==> config.mk <==
export PLATFORM = sky130hd
export DESIGN_NAME = vsfr_core
export DESIGN_NICKNAME = d
export VERILOG_FILES = /design/src/include/vsfr_pkg.sv /design/src/core/vsfr_core.sv
export VERILOG_INCLUDE_DIRS = /design/src /design/src/include
export SDC_FILE = /design/constraint.sdc
export NUM_CORES = 1
export LEC_CHECK = 0
export ABC_AREA = 1
export BUFFER_PORTS_ARGS = -buffer_cell sky130_fd_sc_hd__buf_4
export CORE_ASPECT_RATIO = 1.25
export CORE_UTILIZATION = 25
export DETAILED_ROUTE_END_ITERATION = 8
export RECOVER_POWER = 50
export REMOVE_ABC_BUFFERS = 1
export SLEW_MARGIN = 5
export SYNTH_ARGS = -nofsm -noshare
export SYNTH_HDL_FRONTEND = slang
export SYNTH_SLANG_ARGS = --single-unit
==> constraint.sdc <==
create_clock -name core_clk -period 2.4 [get_ports core_clk]
set_input_delay 0.48 -clock core_clk [delete_from_list [all_inputs] [get_ports core_clk]]
set_output_delay 0.48 -clock core_clk [all_outputs]
set_load 0.01 [all_outputs]
==> src/include/vsfr_regs.svh <==
// timing counts and reset values of the valley switching frequency reducer
`ifndef VSFR_REGS_SVH
`define VSFR_REGS_SVH
`define VSFR_CLK_HZ          50000000
`define VSFR_SS_TIME_MS      12
`define VSFR_SS_STEPS        4
`define VSFR_SS_STEP_CYC     ((`VSFR_CLK_HZ / 1000) * `VSFR_SS_TIME_MS / `VSFR_SS_STEPS)
`define VSFR_PERIOD_MS       48
`define VSFR_PERIOD_CYC      ((`VSFR_CLK_HZ / 1000) * `VSFR_PERIOD_MS)
`define VSFR_MIN_SWFREQ_HZ   20000
`define VSFR_MAX_OFF_CYC     (`VSFR_CLK_HZ / `VSFR_MIN_SWFREQ_HZ)
`define VSFR_RING_SUP_NS     2500
`define VSFR_RING_SUP_CYC    ((`VSFR_RING_SUP_NS + 19) / 20)
`define VSFR_OVP_BLANK_NS    1000
`define VSFR_OVP_BLANK_CYC   ((`VSFR_OVP_BLANK_NS + 19) / 20)
`define VSFR_TARGET_MIN      3'h1
`define VSFR_TARGET_MAX      3'h7
`define VSFR_VALLEY_MAX      3'h7
`define VSFR_SS_FIRST        2'h0
`define VSFR_SS_LAST         2'h3
`endif

==> src/include/vsfr_pkg.sv <==
// types of the valley switching frequency reducer
package vsfr_pkg;
    typedef enum logic [1:0] {
        VSFR_IDLE   = 2'b00,
        VSFR_OFF    = 2'b01,
        VSFR_ON     = 2'b10,
        VSFR_LATCH  = 2'b11
    } vsfr_state_type;

    // comparator levels from the analog front end
    typedef struct packed {
        logic lowHold;
        logic highHold;
        logic resetLevel;
    } vsfr_fb_type;

    // sticky threshold flags of one counting period
    typedef struct packed {
        logic sawLow;
        logic sawHigh;
        logic sawReset;
    } vsfr_flags_type;
endpackage

==> src/core/vsfr_core.sv <==
// digital control core: soft-start, valley target counter, valley count, gate timing
`timescale 1ns/100ps
`include "vsfr_regs.svh"

// What this block does
// - supply ready stops charger, starts soft-start
// - four 3 ms current limit steps
// - valleys switch on, comparator switches off
// - evaluate feedback thresholds every 48 ms
// - always below low hold: increment, max 7
// - above low, below high: hold value
// - above high, below reset: decrement, min 1
// - above reset: force target to 1
// - target kept within 1 to 7
// - target starts at 1
// - line level selects hold threshold set
// - valley count 0 to 7, saturating
// - each falling valley crossing in the off state increments count
// - gate rising clears valley count
// - off-time overvoltage latches off after blanking
// - after suppression, on when count reaches target
// - no turn-on during ringing suppression time
// - turn on after maximum off time
module vsfr_core
    import vsfr_pkg::*;
#(
    parameter int PERIOD_CYC  = `VSFR_PERIOD_CYC,
    parameter int SS_STEP_CYC = `VSFR_SS_STEP_CYC
) (
    // clock, reset, enable
    input  wire logic        core_clk,
    input  wire logic        resetn,
    input  wire logic        clkEn,
    // analog comparators
    input  wire logic        supplyTurnOn,
    input  wire logic        valleySense,
    input  wire logic        outputOvervoltage,
    input  wire logic        currentTrip,
    input  wire logic        highLine,
    input  wire vsfr_fb_type feedbackPin,
    // outputs to the analog side
    output logic             gateDrive,
    output logic             startupChargeEn,
    output logic [1:0]       csLimitStep,
    output logic             softStartDone,
    output logic             highLineSelect,
    output logic [2:0]       valleyTarget,
    output logic [2:0]       valleyCount,
    output logic             latchedOff
);

    // ----------------------------------------
    // input synchronisers
    // ----------------------------------------
    logic        supplyS1_r, supplyS2_r;
    logic        valleyS1_r, valleyS2_r, valleyS3_r;
    logic        ovpS1_r, ovpS2_r;
    logic        tripS1_r, tripS2_r;
    logic        lineS1_r, lineS2_r;
    vsfr_fb_type fbS1_r, fbS2_r;

    always_ff @(posedge core_clk or negedge resetn) begin
        if (!resetn) begin
            {supplyS1_r, supplyS2_r} <= 2'h0;
            {valleyS1_r, valleyS2_r, valleyS3_r} <= 3'h0;
            {ovpS1_r, ovpS2_r} <= 2'h0;
            {tripS1_r, tripS2_r} <= 2'h0;
            {lineS1_r, lineS2_r} <= 2'h0;
            fbS1_r <= '0;
            fbS2_r <= '0;
        end else if (clkEn) begin
            supplyS1_r <= supplyTurnOn;
            supplyS2_r <= supplyS1_r;
            valleyS1_r <= valleySense;
            valleyS2_r <= valleyS1_r;
            valleyS3_r <= valleyS2_r;
            ovpS1_r    <= outputOvervoltage;
            ovpS2_r    <= ovpS1_r;
            tripS1_r   <= currentTrip;
            tripS2_r   <= tripS1_r;
            lineS1_r   <= highLine;
            lineS2_r   <= lineS1_r;
            fbS1_r     <= feedbackPin;
            fbS2_r     <= fbS1_r;
        end
    end

    logic valleyFall;
    assign valleyFall = valleyS3_r & ~valleyS2_r;

    // ----------------------------------------
    // gate state machine
    // ----------------------------------------
    vsfr_state_type state_r, state_nxt;
    logic [15:0]    offCnt_r;
    logic [15:0]    ovpCnt_r;
    logic           ringDone;
    logic           maxOffHit;
    logic           ovpFire;

    assign ringDone  = offCnt_r >= 16'(`VSFR_RING_SUP_CYC);
    assign maxOffHit = offCnt_r >= 16'(`VSFR_MAX_OFF_CYC - 1);
    assign ovpFire   = ovpS2_r && ovpCnt_r >= 16'(`VSFR_OVP_BLANK_CYC - 1);

    always_comb begin
        state_nxt = state_r;
        unique case (state_r)
            VSFR_IDLE: begin
                if (supplyS2_r) begin
                    state_nxt = VSFR_OFF;
                end
            end
            VSFR_OFF: begin
                if (ovpFire) begin
                    state_nxt = VSFR_LATCH;
                end else if (maxOffHit) begin
                    state_nxt = VSFR_ON;
                end else if (ringDone && valleyCount >= valleyTarget) begin
                    state_nxt = VSFR_ON;
                end
            end
            VSFR_ON: begin
                if (tripS2_r) begin
                    state_nxt = VSFR_OFF;
                end
            end
            VSFR_LATCH: begin
                state_nxt = VSFR_LATCH;
            end
        endcase
    end

    always_ff @(posedge core_clk or negedge resetn) begin
        if (!resetn) begin
            state_r <= VSFR_IDLE;
        end else if (clkEn) begin
            state_r <= state_nxt;
        end
    end

    always_ff @(posedge core_clk or negedge resetn) begin
        if (!resetn) begin
            gateDrive       <= 1'b0;
            startupChargeEn <= 1'b1;
            latchedOff      <= 1'b0;
        end else if (clkEn) begin
            gateDrive <= (state_nxt == VSFR_ON);
            if (state_nxt != VSFR_IDLE) begin
                startupChargeEn <= 1'b0;
            end
            latchedOff <= (state_nxt == VSFR_LATCH);
        end
    end

    // off-time counter drives suppression and maximum off time
    always_ff @(posedge core_clk or negedge resetn) begin
        if (!resetn) begin
            offCnt_r <= 16'h0;
        end else if (clkEn) begin
            if (state_r != VSFR_OFF) begin
                offCnt_r <= 16'h0;
            end else if (offCnt_r != 16'hffff) begin
                offCnt_r <= offCnt_r + 16'h1;
            end
        end
    end

    // overvoltage blanking counter, off-time only
    always_ff @(posedge core_clk or negedge resetn) begin
        if (!resetn) begin
            ovpCnt_r <= 16'h0;
        end else if (clkEn) begin
            if (state_r != VSFR_OFF || !ovpS2_r) begin
                ovpCnt_r <= 16'h0;
            end else if (ovpCnt_r != 16'hffff) begin
                ovpCnt_r <= ovpCnt_r + 16'h1;
            end
        end
    end

    // ----------------------------------------
    // valley counter
    // ----------------------------------------
    always_ff @(posedge core_clk or negedge resetn) begin
        if (!resetn) begin
            valleyCount <= 3'h0;
        end else if (clkEn) begin
            if (state_nxt == VSFR_ON && state_r != VSFR_ON) begin
                valleyCount <= 3'h0;
            end else if (state_r == VSFR_OFF && valleyFall
                         && valleyCount != `VSFR_VALLEY_MAX) begin
                valleyCount <= valleyCount + 3'h1;
            end
        end
    end

    // ----------------------------------------
    // soft-start
    // ----------------------------------------
    logic [31:0] ssCnt_r;

    always_ff @(posedge core_clk or negedge resetn) begin
        if (!resetn) begin
            ssCnt_r       <= 32'h0;
            csLimitStep   <= `VSFR_SS_FIRST;
            softStartDone <= 1'b0;
        end else if (clkEn && state_r != VSFR_IDLE && !softStartDone) begin
            if (ssCnt_r >= 32'(SS_STEP_CYC - 1)) begin
                ssCnt_r <= 32'h0;
                if (csLimitStep == `VSFR_SS_LAST) begin
                    softStartDone <= 1'b1;
                end else begin
                    csLimitStep <= csLimitStep + 2'h1;
                end
            end else begin
                ssCnt_r <= ssCnt_r + 32'h1;
            end
        end
    end

    // ----------------------------------------
    // valley target counter
    // ----------------------------------------
    logic [31:0]    perCnt_r;
    vsfr_flags_type flags_r;
    logic           periodEnd;

    assign periodEnd = perCnt_r >= 32'(PERIOD_CYC - 1);

    always_ff @(posedge core_clk or negedge resetn) begin
        if (!resetn) begin
            perCnt_r       <= 32'h0;
            highLineSelect <= 1'b0;
        end else if (clkEn) begin
            perCnt_r       <= periodEnd ? 32'h0 : perCnt_r + 32'h1;
            highLineSelect <= lineS2_r;
        end
    end

    always_ff @(posedge core_clk or negedge resetn) begin
        if (!resetn) begin
            flags_r <= '0;
        end else if (clkEn) begin
            if (periodEnd) begin
                flags_r <= '0;
            end else begin
                flags_r.sawLow   <= flags_r.sawLow   | fbS2_r.lowHold;
                flags_r.sawHigh  <= flags_r.sawHigh  | fbS2_r.highHold;
                flags_r.sawReset <= flags_r.sawReset | fbS2_r.resetLevel;
            end
        end
    end

    always_ff @(posedge core_clk or negedge resetn) begin
        if (!resetn) begin
            valleyTarget <= `VSFR_TARGET_MIN;
        end else if (clkEn) begin
            if (state_r == VSFR_IDLE) begin
                valleyTarget <= `VSFR_TARGET_MIN;
            end else if (fbS2_r.resetLevel) begin
                valleyTarget <= `VSFR_TARGET_MIN;
            end else if (periodEnd) begin
                if (flags_r.sawReset) begin
                    valleyTarget <= `VSFR_TARGET_MIN;
                end else if (flags_r.sawHigh || fbS2_r.highHold) begin
                    if (valleyTarget != `VSFR_TARGET_MIN) begin
                        valleyTarget <= valleyTarget - 3'h1;
                    end
                end else if (!(flags_r.sawLow || fbS2_r.lowHold)) begin
                    if (valleyTarget != `VSFR_TARGET_MAX) begin
                        valleyTarget <= valleyTarget + 3'h1;
                    end
                end
                // otherwise hold
            end
        end
    end

endmodule

==> impl_metrics.py <==
metrics = {
    "sta": {
        "setup_violations": 0,
        "period_needed_ps": 2010,
        "report.final.slew_viol_count": 0,
        "clock_skew_ps": 8.09,
        "tightest_slew_ps": 1200,
        "max_slew_margin": 0.203,
        "hold_violations": 0,
        "fin_crit_sh": 0.836,
        "setup_tns_ps": 0,
        "rsz0062_at_grt": "false",
        "clock.fmax_ghz": 0.498,
        "setup_ws_ps": 393,
    },
    "placed_design": {
        "gp_congestion": 0.819,
        "place_ws_ps": 420,
        "post-dp-hpwl_um": 10900,
        "placed_area_mm2": 0.00752,
        "port_buffers": 23,
    },
    "pwr": {
        "power_density_mw_per_mm2": 723,
        "p_leak_nw": 3.79,
        "pwr-share-comb": 0.146,
        "p_int_mw": 4.12,
        "vdd_ir_drop_max_uv": 555,
        "clkPwrFrac": 0.416,
        "p_sw_frac": 0.293,
        "p_switching_mw": 1.71,
        "p_seq_frac": 0.439,
    },
    "setup_path": {
        "cp_slowest_cell": "dfrtp_1",
        "crit_cells": 10,
        "crit_top_cell": "nand2_1",
        "crit_chain": "ha_1 -> nand2_1 -> nor2_2 -> nand2_1 -> nor3_1 -> nand3_1 -> nand2_1 -> inv_1 -> nand3_1 -> o21ai_0",
        "cp-end-kind": "register",
        "worstPathRequired_ps": 2680,
        "crit_family": "simple AND/OR/NAND/NOR gates",
        "crit_buf_inv": 1,
        "worst-setup-path-type": "register to register",
        "reg2reg_slack_ps": 390,
        "crit_fanout": 21,
        "reg2reg_depth": 10,
        "r2r_end": "ovpCnt_r[13]",
        "crit_path_start_kind": "register",
        "worst_ep_arrival_time_ps": 2290,
        "max_stage_delay_ps": 480,
        "crit-reg2reg-launch": "ovpCnt_r[0]",
    },
    "global_route": {
        "grt_max_degree": 55,
        "antenna_found_initial": 0,
        "grt_pass1_vias": 5743,
        "overflow": 0,
        "grt_usage": 0.117,
        "grt_pass1_wl_um": 26500,
    },
    "cts": {
        "clock_latency_ps": 420,
        "clkTransAtPathRegs_ps": 60,
        "cts_tree": "built",
        "cts_setup_buffers": 0,
        "cts_buffers": 17,
        "postCtsHoldBufs": 1,
        "cts_resized": 0,
        "cts_root_buf": "clkbuf_16",
        "cts_sinks": 131,
        "cts.htree.levels": 4,
        "clockBufferDepth": 2,
    },
    "final_layout": {
        "drive_above_1_share": 0.0974,
        "diodes": 0,
        "area_growth_pct": 17.2,
        "nNetsFinal": 950,
        "final_util": 0.299,
        "design_area_mm2": 0.00806,
    },
    "drt": {
        "antenna_left": 0,
        "vias_per_cell": 4.40,
        "drc": 0,
        "routedWlPerCell_um": 11.7,
        "first_iter_violations": 313,
        "wl_um": 15000,
        "num_vias": 5631,
        "drt_first_pass_iters": 4,
    },
    "synthesis": {
        "synth_common_cells": "227 x nand2_1, 132 x nor2_1, 129 x dfrtp_1",
        "yosys.area.top_type_share": 0.469,
        "yosysWarningCount": 0,
        "async_flop_share": 1.00,
        "synth_most_common_cell": "nand2_1",
        "synth-main-ff-cell": "dfrtp_1",
        "ys_seq_area_frac": 0.477,
        "postSynthCellCount": 882,
        "synth_area_leaders": "dfrtp_1 47%, nand2_1 12%, nor2_1 7.2%",
        "synth_edf_count": 0,
        "ys_types": 36,
        "synth_top_area_cell": "dfrtp_1",
        "synth_seq_cells": 131,
        "syn-cell-area_mm2": 0.00688,
        "syn-mean-instance-area_um2": 7.80,
    },
    "floorplanning": {
        "initial_core_util": 0.256,
        "dieHeight_um": 187,
        "dieWidth_um": 150,
        "core_mm2": 0.0269,
        "die_area_mm2": 0.0282,
        "rows": 67,
        "pin_count": 24,
    },
    "hold_path": {
        "hold_depth": 3,
        "min_from": "currentTrip",
        "holdPathEnd": "tripS1_r",
        "hold_path_class": "input port to register",
    },
    "status": {
        "outcome": "finished, final reports clean",
    },
    "job": {
        "maxCapViolCount": 0,
    },
}
## worst max path at each step
stage,from,to,slack (ps)
floorplan,state_r[1],ovpCnt_r[13],340
detailed placement,ovpCnt_r[0],ovpCnt_r[13],420
finish,ovpCnt_r[0],ovpCnt_r[13],390
CTS,ovpCnt_r[0],ovpCnt_r[4],400
global route,resetn,ssCnt_r[22],120
global placement,clkEn,ssCnt_r[15],440
## layout make-up
| class | count | area [um^2] |
|---|---|---|
| fillers | 2817 | 18900 |
| flip-flops and latches | 131 | 3280 |
| multi-input cells | 621 | 3100 |
| clock buffers | 22 | 484 |
| well taps | 345 | 432 |
| inverters | 113 | 424 |
| repair buffers | 37 | 265 |
| clock inverters | 10 | 76.3 |
## power by group through the flow
stage          logic, mW  registers, mW  clock network (mW)
2_1_floorplan      0.506           2.56                   0
3_3_place_gp       0.858           2.59                   0
3_5_place_dp       0.872           2.59                   0
4_1_cts            0.879           2.56                2.49
5_1_grt             1.00           2.59                2.57
6_report           0.850           2.56                2.42
## through the flow
| stage | total power [mW] | std cells | hold WS, ps |
|---|---|---|---|
| 4_1_cts | 5.93 | 1279 | 240 |
| 2_1_floorplan | 3.07 | 865 | 184 |
| 5_1_grt | 6.16 | 1279 | 271 |
| 3_3_place_gp | 3.45 | 1246 | 368 |
| 6_report | 5.83 | 1279 | 257 |
| 3_5_place_dp | 3.47 | 1246 | 367 |
## per-layer routing
layer	up-vias	GRT usage	part of all wire
met3	18	0.0256	0.034
li1	2879	-	-
met5	-	0	0
met1	2669	0.137	0.44
met4	0	0.0466	0.019
met2	65	0.205	0.51
## worst register-to-register path, cell delays in order, from the launching register on
cell	delay (ps)
dfrtp_1	480
ha_1	240
nand2_1	110
nor2_2	110
nand2_1	90
nor3_1	150
nand3_1	90
nand2_1	80
inv_1	260
nand3_1	170
o21ai_0	90
## logic make-up (layout without fill, tap and decap cells)
logic type | count (synthesis) | after routing | share of synthesized area
xor gates and xnor gates | 41 | 41 | 0.0522
AOI/OAI and AO/OA | 74 | 74 | 0.0575
DFF | 131 | 131 | 0.477
buffers and inverters | 130 | 182 | 0.0728
and+or+nand+nor | 488 | 488 | 0.308
adders and majority gates | 18 | 18 | 0.0327
## layout by cell type, fill, tap and decap left out, drive strengths merged
| cell | count |
|---|---|
| nand2 | 229 |
| nor2 | 136 |
| dfrtp | 129 |
| inv | 113 |
| nand3 | 50 |
| o21ai | 50 |
| xor2 | 37 |
| buf | 31 |
| nand4 | 29 |
| clkbuf | 27 |
| nor3 | 25 |
| ha | 18 |
| a21oi | 15 |
| or2 | 8 |
| clkinv | 7 |
| nor4 | 6 |
| o31ai | 5 |
| nand3b | 4 |
| xnor2 | 4 |
| clkinvlp | 3 |
| a211oi | 2 |
| dfstp | 2 |
| nor3b | 1 |
| a21o | 1 |
| o22ai | 1 |
| dlygate4sd3 | 1 |
## sequential cells by signal, summed over array words and instances, names as in the netlist, 2 cells and up
register / count
perCnt_r: 32
ssCnt_r: 32
offCnt_r: 16
ovpCnt_r: 16
fbS1_r: 3
fbS2_r: 3
flags_r: 3
valleyCount: 3
valleyTarget: 3
csLimitStep: 2
state_r: 2
Note: power is estimated with default switching activity, not from simulation.
